### src/ipb_map.svh
/*
  Register offsets, field positions, reset values and timing counts of the
  host bus port. Definitions only; included by the host port module alone.
*/
`ifndef IPB_MAP_SVH
`define IPB_MAP_SVH

// Configuration register indexes
`define IPB_REG_RD_PORT 8'h00
`define IPB_REG_CFG_CTRL 8'h02
`define IPB_REG_WAKE 8'h03
`define IPB_REG_CSN 8'h06
`define IPB_REG_ACTIVATE 8'h30
`define IPB_REG_RANGE 8'h31
`define IPB_REG_BASE_HI 8'h60
`define IPB_REG_BASE_LO 8'h61
`define IPB_REG_IRQ_SEL 8'h70
`define IPB_REG_IRQ_TYPE 8'h71
`define IPB_REG_DMA0 8'h74
`define IPB_REG_DMA1 8'h75

// Field positions
`define IPB_ACT_EN_BIT 0
`define IPB_RC_EN_BIT 1
`define IPB_RC_PAT_BIT 0
`define IPB_CC_RESET_BIT 0
`define IPB_CC_WAIT_BIT 1
`define IPB_CC_CSN0_BIT 2

// Fixed read values
`define IPB_UNIMPL_VAL 8'h00
`define IPB_DMA_NONE_VAL 8'h04
`define IPB_PAT_SET 8'h55
`define IPB_PAT_CLR 8'hAA

// Configuration port addresses and ISA-PC window root
`define IPB_PNP_ADDR_PORT 12'h279
`define IPB_PNP_WDATA_PORT 12'hA79
`define IPB_ISA_BASE_ROOT 10'h200

// Reset values
`define IPB_CFG_RST 8'h00
`define IPB_SYNC_RST 13'h003F

// Timing
`define IPB_CLK_NS 50
`define IPB_AUX_PERIOD_US 125
`define IPB_AUX_CYCLES ((`IPB_AUX_PERIOD_US * 1000) / `IPB_CLK_NS)
`define IPB_INIT_CAPTURE 3'h5
`define IPB_INIT_DONE 3'h6

`endif

### src/ipb_pkg.sv
/*
  Types of the host bus port: bus mode and configuration state.
  Needs nothing from ipb_map.svh; the enum encodings are written here.
*/
package ipb_pkg;

  typedef enum logic [1:0] {
    MODE_ISA = 2'h0,
    MODE_PNP = 2'h1,
    MODE_PROC = 2'h3
  } ipb_mode_e;

  typedef enum logic [1:0] {
    ST_WAIT = 2'h0,
    ST_SLEEP = 2'h1,
    ST_ISOL = 2'h3,
    ST_CFG = 2'h2
  } ipb_pnp_state_e;

endpackage : ipb_pkg

### src/ipb_sync3.sv
/*
  Three-stage synchroniser with agreement filter for pin inputs.
  Assumes all bits are independent levels; q changes once stages two and three agree.
*/
`timescale 1ns/1ps
module ipb_sync3 #(
  parameter int W = 1,
  parameter logic [W-1:0] RST = '0
) (
  // Clock and reset
  input wire logic ref_clk,
  input wire logic rst_n,
  // Levels
  input wire logic [W-1:0] d,
  output logic [W-1:0] q
);
  logic [W-1:0] s1;
  logic [W-1:0] s2;
  logic [W-1:0] s3;

  always_ff @(posedge ref_clk or negedge rst_n) begin
    if (!rst_n) begin
      s1 <= RST;
      s2 <= RST;
      s3 <= RST;
    end else begin
      s1 <= d;
      s2 <= s1;
      s3 <= s2;
    end
  end

  // Per bit: a lone glitch in stage two never reaches q
  always_ff @(posedge ref_clk or negedge rst_n) begin
    if (!rst_n) begin
      q <= RST;
    end else begin
      q <= (s2 & ~(s2 ^ s3)) | (q & (s2 ^ s3));
    end
  end
endmodule : ipb_sync3

### src/ipb_tick.sv
/*
  Periodic one-cycle tick generator.
  Assumes en is synchronous to ref_clk; the count restarts whenever en is low.
*/
`timescale 1ns/1ps
module ipb_tick #(
  parameter int unsigned PERIOD = 2500
) (
  // Clock and reset
  input wire logic ref_clk,
  input wire logic rst_n,
  // Control
  input wire logic en,
  output logic tick
);
  logic [11:0] cnt;

  always_ff @(posedge ref_clk or negedge rst_n) begin
    if (!rst_n) begin
      cnt <= 12'h000;
      tick <= 1'b0;
    end else if (!en) begin
      cnt <= 12'h000;
      tick <= 1'b0;
    end else if (cnt == 12'(PERIOD - 1)) begin
      cnt <= 12'h000;
      tick <= 1'b1;
    end else begin
      cnt <= cnt + 12'h001;
      tick <= 1'b0;
    end
  end

  property p_tick_spacing;
    @(posedge ref_clk) disable iff (!rst_n)
    tick |=> !tick [*8];
  endproperty
  a_tick_spacing: assert property (p_tick_spacing) else $error("tick repeated too soon");
endmodule : ipb_tick

### src/ipb_host_port.sv
/*
  Host bus front end: ISA-PC, Plug and Play and processor-mode decoding,
  configuration registers and the auxiliary transfer request.
  Assumes a register core that answers core_rdata combinationally in the
  cycle core_rd is high, and bus pins asynchronous to ref_clk.
*/
// Summary of operation
// - Last isolated card waits for its number
// - Inactive card answers configuration ports and range check reads only
// - Reset clears activate; upper bits read zero
// - Range check enable bit, only while inactive
// - Range check reads return 55h or AAh
// - Base address held in two bytes
// - Plug and Play compares address bits 11:0
// - IRQ select low nibble picks line
// - IRQ type writable, no effect
// - Unimplemented read 00h, DMA registers 04h
// - Ten or twelve address bits, two ports
// - Address enable low, one strobe, SA0 selects
// - Never masters the bus
// - Direction output low only while read
// - Open mode pin, low straps: processor mode
// - Processor modes 2, 3 with chip select
// - Mode 4 latch pulse captures address
// - Aux request every 125 us, ack clears
// - Matching wake number enters configuration state
// - Ack inverts strobes, ignores address
`timescale 1ns/1ps
`include "ipb_map.svh"
module ipb_host_port (
  // Clock and reset
  input wire logic ref_clk,
  input wire logic rst_n,
  // Host bus
  input wire logic [11:0] sa,
  input wire logic ior_n,
  input wire logic iow_n,
  input wire logic aen_n,
  input wire logic cs_n,
  input wire logic ale,
  input wire logic [7:0] data_in,
  output logic [7:0] data_out,
  output logic data_oe,
  output logic buffer_direction_out,
  // Straps
  input wire logic mode_open,
  input wire logic mode_level,
  input wire logic [3:0] io_window_straps,
  // Aux transfer
  input wire logic [1:0] aux_transfer_ack_n,
  output logic aux_transfer_request,
  // Plug and Play
  input wire logic pnp_key_seen,
  output logic cfg_active,
  output logic [3:0] cfg_irq_line,
  // Core register port
  output logic [7:0] core_addr,
  output logic [7:0] core_wdata,
  output logic core_wr,
  output logic core_rd,
  output logic core_ctrl,
  output logic core_aux,
  input wire logic [7:0] core_rdata
);
  logic [12:0] flt;
  logic [19:0] bus_q;
  logic mode_open_f, mode_level_f, ale_f, cs_f, aen_f, ior_f, iow_f;
  logic [3:0] straps_f;
  logic [1:0] ack_f;
  logic [2:0] init_cnt;
  logic ready;
  ipb_pkg::ipb_mode_e bus_mode;
  ipb_pkg::ipb_pnp_state_e pnp_state;
  logic proc_m2;
  logic ale_d, lat_seen;
  logic [7:0] lat_addr;
  logic [11:0] sa_q;
  logic [7:0] din_q;
  logic [7:0] csn, rdp, pnp_index, base_hi, base_lo;
  logic [1:0] range_ck, irq_type;
  logic aux_tick;
  logic acc_prev, rd_core_pend;

  ipb_sync3 #(.W(13), .RST(`IPB_SYNC_RST)) u_sync (
    .ref_clk(ref_clk),
    .rst_n(rst_n),
    .d({mode_open, mode_level, io_window_straps, ale, cs_n, aen_n, ior_n, iow_n,
        aux_transfer_ack_n}),
    .q(flt)
  );
  assign {mode_open_f, mode_level_f, straps_f, ale_f, cs_f, aen_f, ior_f, iow_f, ack_f} = flt;

  // Same filter as the strobes; address and data lead the strobe, so settle first
  ipb_sync3 #(.W(20), .RST(20'h0_0000)) u_sync_bus (
    .ref_clk(ref_clk),
    .rst_n(rst_n),
    .d({sa, data_in}),
    .q(bus_q)
  );
  assign {sa_q, din_q} = bus_q;

  // Straps are caught once the filter has settled after reset
  always_ff @(posedge ref_clk or negedge rst_n) begin
    if (!rst_n) begin
      init_cnt <= 3'h0;
    end else if (init_cnt != `IPB_INIT_DONE) begin
      init_cnt <= init_cnt + 3'h1;
    end
  end
  assign ready = (init_cnt == `IPB_INIT_DONE);

  always_ff @(posedge ref_clk or negedge rst_n) begin
    if (!rst_n) begin
      bus_mode <= ipb_pkg::MODE_ISA;
      proc_m2 <= 1'b0;
    end else if (init_cnt == `IPB_INIT_CAPTURE) begin
      if (mode_open_f && straps_f == 4'h0) begin
        bus_mode <= ipb_pkg::MODE_PROC;
      end else if (mode_level_f) begin
        bus_mode <= ipb_pkg::MODE_PNP;
      end else begin
        bus_mode <= ipb_pkg::MODE_ISA;
      end
      proc_m2 <= ale_f;
    end
  end

  // Mode 4: a high pulse on the latch captures the address
  always_ff @(posedge ref_clk or negedge rst_n) begin
    if (!rst_n) begin
      ale_d <= 1'b0;
      lat_seen <= 1'b0;
      lat_addr <= 8'h00;
    end else begin
      ale_d <= ale_f;
      if (ready && bus_mode == ipb_pkg::MODE_PROC && !proc_m2 && ale_f && !ale_d) begin
        lat_seen <= 1'b1;
        lat_addr <= sa_q[7:0];
      end
    end
  end

  // Access decode
  logic one_strobe, is_pnp, is_proc, dma_on, range_on;
  logic ap_hit, wp_hit, rp_hit, dev_hit, isa_cyc, isa_rd, isa_acc;
  logic proc_cyc, proc_rd_raw, proc_acc, proc_rd;
  logic acc_now, acc_start, acc_rd;
  logic [11:0] base12;
  logic [9:0] isa_base;

  assign one_strobe = ior_f ^ iow_f;
  assign is_pnp = (bus_mode == ipb_pkg::MODE_PNP);
  assign is_proc = (bus_mode == ipb_pkg::MODE_PROC);
  assign base12 = {base_hi[3:0], base_lo};
  assign isa_base = `IPB_ISA_BASE_ROOT | {2'b00, straps_f, 4'h0};
  assign range_on = range_ck[`IPB_RC_EN_BIT] && !cfg_active;
  assign isa_cyc = !aen_f && one_strobe;
  assign isa_rd = !ior_f;
  assign ap_hit = is_pnp && sa_q == `IPB_PNP_ADDR_PORT && !isa_rd;
  assign wp_hit = is_pnp && sa_q == `IPB_PNP_WDATA_PORT && !isa_rd;
  assign rp_hit = is_pnp && sa_q == {2'b00, rdp, 2'b11} && isa_rd
                  && pnp_state == ipb_pkg::ST_CFG;
  // Two ports: bit 0 is left out of the compare
  assign dev_hit = is_pnp ? (sa_q[11:1] == base12[11:1])
                          : (sa_q[9:1] == isa_base[9:1]);
  assign isa_acc = isa_cyc && (ap_hit || wp_hit || rp_hit
                   || (dev_hit && (!is_pnp || cfg_active || (range_on && isa_rd))));
  assign dma_on = (ack_f != 2'b11);
  assign proc_cyc = proc_m2 ? !ior_f : one_strobe;
  assign proc_rd_raw = proc_m2 ? iow_f : !ior_f;
  assign proc_acc = proc_cyc && (dma_on || !cs_f);
  assign proc_rd = dma_on ? !proc_rd_raw : proc_rd_raw;
  assign acc_now = ready && (is_proc ? proc_acc : isa_acc);
  assign acc_rd = is_proc ? proc_rd : isa_rd;
  assign acc_start = acc_now && !acc_prev;

  logic pnp_wr, range_rd, core_go;
  assign pnp_wr = acc_start && !is_proc && wp_hit;
  assign range_rd = acc_start && !is_proc && dev_hit && !ap_hit && !wp_hit && !rp_hit
                    && is_pnp && !cfg_active;
  assign core_go = acc_start && (is_proc || (dev_hit && !ap_hit && !wp_hit && !rp_hit
                   && (!is_pnp || cfg_active)));

  always_ff @(posedge ref_clk or negedge rst_n) begin
    if (!rst_n) begin
      acc_prev <= 1'b0;
    end else begin
      acc_prev <= acc_now;
    end
  end

  // Core register port
  always_ff @(posedge ref_clk or negedge rst_n) begin
    if (!rst_n) begin
      core_addr <= 8'h00;
      core_wdata <= 8'h00;
      core_wr <= 1'b0;
      core_rd <= 1'b0;
      core_ctrl <= 1'b0;
      core_aux <= 1'b0;
    end else begin
      core_wr <= core_go && !acc_rd;
      core_rd <= core_go && acc_rd;
      if (core_go) begin
        core_wdata <= din_q;
        core_aux <= is_proc && dma_on;
        core_ctrl <= !is_proc && sa_q[0];
        if (is_proc && dma_on) begin
          core_addr <= 8'h00;
        end else if (is_proc) begin
          core_addr <= lat_seen ? lat_addr : sa_q[7:0];
        end else begin
          core_addr <= {7'h00, sa_q[0]};
        end
      end
    end
  end

  // Configuration read mux
  logic [7:0] pnp_rdata;
  always_comb begin
    case (pnp_index)
      `IPB_REG_RD_PORT: pnp_rdata = rdp;
      `IPB_REG_CSN: pnp_rdata = csn;
      `IPB_REG_ACTIVATE: pnp_rdata = {7'h00, cfg_active};
      `IPB_REG_RANGE: pnp_rdata = {6'h00, range_ck};
      `IPB_REG_BASE_HI: pnp_rdata = base_hi;
      `IPB_REG_BASE_LO: pnp_rdata = base_lo;
      `IPB_REG_IRQ_SEL: pnp_rdata = {4'h0, cfg_irq_line};
      `IPB_REG_IRQ_TYPE: pnp_rdata = {6'h00, irq_type};
      `IPB_REG_DMA0: pnp_rdata = `IPB_DMA_NONE_VAL;
      `IPB_REG_DMA1: pnp_rdata = `IPB_DMA_NONE_VAL;
      default: pnp_rdata = `IPB_UNIMPL_VAL;
    endcase
  end

  // Read data and buffer direction; the port only answers, it never starts a cycle
  always_ff @(posedge ref_clk or negedge rst_n) begin
    if (!rst_n) begin
      data_out <= 8'h00;
      data_oe <= 1'b0;
      buffer_direction_out <= 1'b1;
      rd_core_pend <= 1'b0;
    end else begin
      data_oe <= acc_now && acc_rd;
      buffer_direction_out <= !(acc_now && acc_rd);
      rd_core_pend <= core_go && acc_rd;
      if (rd_core_pend) begin
        data_out <= core_rdata;
      end else if (range_rd) begin
        data_out <= range_ck[`IPB_RC_PAT_BIT] ? `IPB_PAT_SET : `IPB_PAT_CLR;
      end else if (acc_start && rp_hit) begin
        data_out <= pnp_rdata;
      end
    end
  end

  // Configuration index and state
  logic cfg_wr;
  assign cfg_wr = pnp_wr && pnp_state == ipb_pkg::ST_CFG;

  always_ff @(posedge ref_clk or negedge rst_n) begin
    if (!rst_n) begin
      pnp_index <= 8'h00;
    end else if (acc_start && !is_proc && ap_hit) begin
      pnp_index <= din_q;
    end
  end

  always_ff @(posedge ref_clk or negedge rst_n) begin
    if (!rst_n) begin
      pnp_state <= ipb_pkg::ST_WAIT;
    end else begin
      case (pnp_state)
        ipb_pkg::ST_WAIT: begin
          if (is_pnp && pnp_key_seen) begin
            pnp_state <= ipb_pkg::ST_SLEEP;
          end
        end
        ipb_pkg::ST_SLEEP: begin
          if (pnp_wr && pnp_index == `IPB_REG_WAKE) begin
            if (din_q == 8'h00 && csn == 8'h00) begin
              pnp_state <= ipb_pkg::ST_ISOL;
            end else if (din_q != 8'h00 && din_q == csn) begin
              pnp_state <= ipb_pkg::ST_CFG;
            end
          end
        end
        ipb_pkg::ST_ISOL: begin
          if (pnp_wr && pnp_index == `IPB_REG_CSN && din_q != 8'h00) begin
            pnp_state <= ipb_pkg::ST_CFG;
          end else if (pnp_wr && pnp_index == `IPB_REG_WAKE && din_q != 8'h00) begin
            pnp_state <= ipb_pkg::ST_SLEEP;
          end
        end
        ipb_pkg::ST_CFG: begin
          if (pnp_wr && pnp_index == `IPB_REG_WAKE && din_q == 8'h00) begin
            pnp_state <= ipb_pkg::ST_SLEEP;
          end else if (cfg_wr && pnp_index == `IPB_REG_CFG_CTRL
                       && din_q[`IPB_CC_WAIT_BIT]) begin
            pnp_state <= ipb_pkg::ST_WAIT;
          end
        end
        default: pnp_state <= ipb_pkg::ST_WAIT;
      endcase
    end
  end

  always_ff @(posedge ref_clk or negedge rst_n) begin
    if (!rst_n) begin
      csn <= `IPB_CFG_RST;
      rdp <= `IPB_CFG_RST;
    end else begin
      if (pnp_wr && pnp_index == `IPB_REG_CSN
          && (pnp_state == ipb_pkg::ST_ISOL || pnp_state == ipb_pkg::ST_CFG)) begin
        csn <= din_q;
      end else if (pnp_wr && pnp_index == `IPB_REG_CFG_CTRL
                   && din_q[`IPB_CC_CSN0_BIT]) begin
        csn <= 8'h00;
      end
      if (pnp_wr && pnp_index == `IPB_REG_RD_PORT
          && (pnp_state == ipb_pkg::ST_ISOL || pnp_state == ipb_pkg::ST_CFG)) begin
        rdp <= din_q;
      end
    end
  end

  // Logical device registers; only reachable in configuration state
  always_ff @(posedge ref_clk or negedge rst_n) begin
    if (!rst_n) begin
      cfg_active <= 1'b0;
      range_ck <= 2'h0;
      base_hi <= `IPB_CFG_RST;
      base_lo <= `IPB_CFG_RST;
      cfg_irq_line <= 4'h0;
      irq_type <= 2'h0;
    end else if (cfg_wr && pnp_index == `IPB_REG_CFG_CTRL && din_q[`IPB_CC_RESET_BIT]) begin
      cfg_active <= 1'b0;
      range_ck <= 2'h0;
      base_hi <= `IPB_CFG_RST;
      base_lo <= `IPB_CFG_RST;
      cfg_irq_line <= 4'h0;
      irq_type <= 2'h0;
    end else if (cfg_wr) begin
      case (pnp_index)
        `IPB_REG_ACTIVATE: cfg_active <= din_q[`IPB_ACT_EN_BIT];
        `IPB_REG_RANGE: range_ck <= din_q[1:0];
        `IPB_REG_BASE_HI: base_hi <= din_q;
        `IPB_REG_BASE_LO: base_lo <= din_q;
        `IPB_REG_IRQ_SEL: cfg_irq_line <= din_q[3:0];
        `IPB_REG_IRQ_TYPE: irq_type <= din_q[1:0];
        default: cfg_active <= cfg_active;
      endcase
    end
  end

  // Aux request: a new period wins over a clearing acknowledge
  ipb_tick #(.PERIOD(`IPB_AUX_CYCLES)) u_tick (
    .ref_clk(ref_clk),
    .rst_n(rst_n),
    .en(ready && is_proc),
    .tick(aux_tick)
  );

  always_ff @(posedge ref_clk or negedge rst_n) begin
    if (!rst_n) begin
      aux_transfer_request <= 1'b0;
    end else if (aux_tick) begin
      aux_transfer_request <= 1'b1;
    end else if (dma_on) begin
      aux_transfer_request <= 1'b0;
    end
  end

  property p_act_gate;
    @(posedge ref_clk) disable iff (!rst_n)
    (core_wr || core_rd) && is_pnp |-> $past(cfg_active);
  endproperty
  a_act_gate: assert property (p_act_gate) else $error("inactive card reached core");

  property p_act_rsv;
    @(posedge ref_clk) disable iff (!rst_n)
    pnp_index == `IPB_REG_ACTIVATE |-> pnp_rdata[7:1] == 7'h00;
  endproperty
  a_act_rsv: assert property (p_act_rsv) else $error("activate upper bits nonzero");

  property p_range_pat;
    @(posedge ref_clk) disable iff (!rst_n)
    range_rd |=> data_oe && data_out == (range_ck[0] ? 8'h55 : 8'hAA);
  endproperty
  a_range_pat: assert property (p_range_pat) else $error("range pattern wrong");

  property p_dma_val;
    @(posedge ref_clk) disable iff (!rst_n)
    pnp_index == `IPB_REG_DMA0 || pnp_index == `IPB_REG_DMA1 |-> pnp_rdata == 8'h04;
  endproperty
  a_dma_val: assert property (p_dma_val) else $error("dma register not 04h");

  property p_aux_set;
    @(posedge ref_clk) disable iff (!rst_n)
    aux_tick |=> aux_transfer_request;
  endproperty
  a_aux_set: assert property (p_aux_set) else $error("aux request not raised");

  property p_aux_clr;
    @(posedge ref_clk) disable iff (!rst_n)
    dma_on && !aux_tick |=> !aux_transfer_request;
  endproperty
  a_aux_clr: assert property (p_aux_clr) else $error("aux request not dropped");

  property p_dir;
    @(posedge ref_clk) disable iff (!rst_n)
    data_oe |-> !buffer_direction_out ##1 (data_oe || buffer_direction_out);
  endproperty
  a_dir: assert property (p_dir) else $error("direction output disagrees");

  property p_isol_cfg;
    @(posedge ref_clk) disable iff (!rst_n)
    pnp_state == ipb_pkg::ST_ISOL && pnp_wr && pnp_index == `IPB_REG_CSN && din_q != 8'h00
    |=> pnp_state == ipb_pkg::ST_CFG && csn == $past(din_q);
  endproperty
  a_isol_cfg: assert property (p_isol_cfg) else $error("isolation did not end");

  property p_cfg_hold;
    @(posedge ref_clk) disable iff (!rst_n)
    pnp_wr && pnp_state != ipb_pkg::ST_CFG && pnp_index == `IPB_REG_ACTIVATE
    |=> $stable(cfg_active);
  endproperty
  a_cfg_hold: assert property (p_cfg_hold) else $error("write outside config took");

  property p_dma_aux;
    @(posedge ref_clk) disable iff (!rst_n)
    core_go && is_proc && dma_on |=> core_aux && core_addr == 8'h00;
  endproperty
  a_dma_aux: assert property (p_dma_aux) else $error("dma access not on aux");

  c_core_write: cover property (@(posedge ref_clk) disable iff (!rst_n) core_wr && !core_aux);
  c_range_read: cover property (@(posedge ref_clk) disable iff (!rst_n) range_rd);
  c_cfg_entry: cover property (@(posedge ref_clk) disable iff (!rst_n)
    $rose(pnp_state == ipb_pkg::ST_CFG));
  c_dma_read: cover property (@(posedge ref_clk) disable iff (!rst_n) core_rd && core_aux);
endmodule : ipb_host_port

### config.mk
export PLATFORM = sky130hd
export DESIGN_NAME = ipb_host_port
export DESIGN_NICKNAME = d
export VERILOG_FILES = /design/src/ipb_pkg.sv /design/src/ipb_sync3.sv /design/src/ipb_tick.sv /design/src/ipb_host_port.sv
export VERILOG_INCLUDE_DIRS = /design/src /design/src/src
export SDC_FILE = /design/constraint.sdc
export NUM_CORES = 1
export LEC_CHECK = 0
export BUFFER_PORTS_ARGS = -buffer_cell sky130_fd_sc_hd__buf_2
export CAP_MARGIN = 30
export CORE_ASPECT_RATIO = 1.25
export CORE_MARGIN = 3
export CORE_UTILIZATION = 50
export CTS_BUF_LIST = sky130_fd_sc_hd__clkbuf_16
export DETAILED_ROUTE_END_ITERATION = 8
export PLACE_DENSITY = 0.69
export REMOVE_ABC_BUFFERS = 1
export SETUP_SLACK_MARGIN = 0.15
export SYNTH_ARGS = -nofsm -noshare
export SYNTH_HDL_FRONTEND = slang
export SYNTH_SLANG_ARGS = --single-unit
### constraint.sdc
create_clock -name ref_clk -period 8.75 [get_ports ref_clk]
set_clock_uncertainty 0.1 [all_clocks]
set_input_delay 0.4375 -clock ref_clk [delete_from_list [all_inputs] [get_ports ref_clk]]
set_output_delay 0.4375 -clock ref_clk [all_outputs]
set_load 0.03 [all_outputs]
==> out/results.ini <==
[status]
status=completed

[routing]
avgRoutedWirePerCell_um=19.3
routed-via-count=6275
drc_violation_count_after_routing=0
initialDrtViolationCount=469
detail_route.first_pass.iterations=6
avgViaCountPerCell=5.62
routed_wl_um=21600
drt.antenna.violating_nets=0

[synth]
synthesis.instances=750
synth_cell_type_count=67
yosysSeqAreaShare_pct=64.4
synth-main-ff-cell=dfrtp_1
ys_async_sr_fraction_pct=100
mean_instance_size_in_the_synthesized_netlist_sq_um=12.7
synth.yosys.warnings=0
synth.ff_latch_count=244
synth-edff-count=0
synthesis.area_sq_um=9530

[placed_design]
port_buffers=79
place.detailed.hpwl_um=14700
detailedPlace.worstSlack_ns=5.58
place_congestion=0.891

[timing]
grt_setup_unrepaired=false
post-route-worst-setup-slack_ns=5.48
timing.final.hold_violations=0
min_period_ns=3.27
max-slew-margin-rel_pct=43.7
finalSetupViolCount=0
finalMaxSlewViolations=0
final_min_period_over_clock_period_pct=37.4
setup_tns_ns=0
finalHoldWorstSlack_ns=0.148
worstMarginPinSlew_ns=0.843
max_clock_freq_mhz=305

[die]
initial_utilization_pct=51.7
fp.dieW_um=130
die_y_um=160
fp.coreArea_sq_um=18400
row_count=55
design.die.area_sq_um=20800
num_io_pins=80

[critical_path]
timing.critical_path.slowest_stage_cell=nor4_1
crit-reg2reg-launch=init_cnt[0]
worstSetupPathType=register to register
timing.critical_path.buf_inv=1
maximum_fanout_along_the_worst_path=8
setup.reg_to_reg.worst_slack_ns=5.48
worstPathCellList=inv_1 > ha_1 > nand2_1 > nor4_1 > nor2_1 > a311oi_2 > and2_1 > nand2_2 > mux2_1
worst_setup_path_start_kind=register
worst_ep_arrival_time_ns=3.56
setup.worst_path.end_class=register
worstSetupStartpoint=init_cnt[0]
critical_path.max_stage_delay_ns=0.72
cp_data_required_time_ns=9.04
critical-path-top-delay-family=simple AND/OR/NAND/NOR gates

[clocking]
clockBufferDepth=3
clk_latency_ns=0.52
clk_pin_slew_ns=0.06
cts_htree_levels=1
post_cts_setup_buffer_count=0
cts_tree=done
cts.repair.resized=0
cts_sinks=244
clockRootBuffer=clkbuf_16
cts-buffers-inserted=25

[finish]
fill_cell_instance_count_of_the_final_layout=1460
ant_cells=0
layout-drive-gt1-share_pct=20.2
final_cell_mix=dfrtp_1 (219), nand2_1 (87), buf_2 (78), nor2_1 (37), dlygate4sd3_1 (34)
nets=917
layout_commonest_cell=dfrtp_1
syn_to_final_growth_pct=18.5

[grt]
gr-total-overflow=0
grt_use_total_pct=21.3
first_pass_grt_wire_length_um=35000
number_of_antenna_violations_at_the_first_check_in_global_routing=0
grt_pass1_vias=6537
grt_start_max_net_pins=106

[power]
vdd.ir_drop.worst_v=0.000152
leakage_nw=5.16
power.switching_fraction_pct=22.5
internal_power_mw=1.81
seq_power_share_pct=52.6
share_comb_of_total_power_pct=4.7
power-per-cell-area_nw_per_um2=207
net-switching-power_mw=0.527
power_frac_clock_pct=42.7

[min_path]
worst_hold_startpoint=core_rdata[7]
min_path_type=input port to register

[job]
cap_violations=0

==> logic make-up (layout without fill, tap and decap cells) <==
kind of cell / count (synthesis) / after routing / share of synthesized area (%)
DFF: 244 / 244 / 64.4
AOI/OAI and AO/OA: 91 / 91 / 6.64
and+or+nand+nor: 234 / 234 / 12.6
adders and majority gates: 37 / 37 / 3.99
muxes: 57 / 57 / 6.61
buffers and inverters: 44 / 182 / 1.85
xor gates and xnor gates: 43 / 43 / 3.95
==> per-layer routing <==
layer	track usage, %	vias up	share of wire (%)
li1	-	2886	-
met1	29.2	3144	43
met4	6.52	0	2.7
met2	35.0	209	49
met5	0	-	0
met3	3.43	36	5.8
==> synth_stat cells, drive strengths merged (8+ instances only) <==
master | count | area [sq um]
dfrtp | 219 | 5480
nand2 | 88 | 333
mux2 | 48 | 541
o21ai | 39 | 195
nor2 | 38 | 145
maj3 | 33 | 330
dfstp | 25 | 657
nand3 | 25 | 130
xnor2 | 25 | 219
clkbuf | 21 | 78.8
inv | 18 | 67.6
xor2 | 18 | 158
nor4 | 12 | 81.3
and3 | 9 | 56.3
mux2i | 9 | 90.1
a222oi | 8 | 80.1
nand4 | 8 | 50.1
nor3 | 8 | 45.0
==> final timing paths <==
| path | cells after the start | end |
|---|---|---|
| worst max register to register | 9 | pnp_index[1] |
| max in group asynchronous | 3 | rdp[3] |
| worst max-delay path | 9 | pnp_index[1] |
| worst min-delay path | 4 | data_out[7] |
| worst min register to register | 0 | u_sync.s2[9] |
| min in group asynchronous | 2 | u_tick.cnt[5] |
==> power groups by stage <==
stage	clock network [mW]	registers, mW	logic [mW]
after global placement	0	1.25	0.0937
final	0.999	1.23	0.110
after detailed placement	0	1.25	0.0977
after CTS	1.02	1.23	0.110
after floorplan	0	1.23	0.0539
after global routing	1.08	1.24	0.124
==> layout make-up <==
cell class / instances / area [sq um] / area share, %
multi-input combinational: 462 / 3220 / 28.5
sequential: 244 / 6140 / 54.3
clock buffer: 25 / 626 / 5.54
inverter: 18 / 67.6 / 0.598
timing repair buffer: 118 / 803 / 7.11
clock inverter: 21 / 153 / 1.35
tap: 228 / 285 / 2.53
==> metrics by stage <==
step                util (%)  std cells  instance area, sq um  power [mW]
floorplan                  -        724                  9430        1.28
global placement        55.0       1035                 10100        1.34
detailed placement      55.0       1035                 10100        1.35
CTS                     61.1       1115                 11300        2.37
global route            61.2       1116                 11300        2.44
finish                  61.2       1116                 11300        2.34
==> worst register-to-register path, stage by stage (launching register included) <==
cell and delay [ns]:
dfrtp_1 0.40, inv_1 0.10, ha_1 0.20, nand2_1 0.17, nor4_1 0.72, nor2_1 0.18, a311oi_2 0.48, and2_1 0.24
nand2_2 0.17, mux2_1 0.37
==> what timing repair did <==
item | 4_1_cts | 5_1_grt
endpoints found under the setup margin | 0 | 0
hold endpoints to repair | 124 | 0
hold buffers | 34 | 0
(Power assumes the default switching activity.)
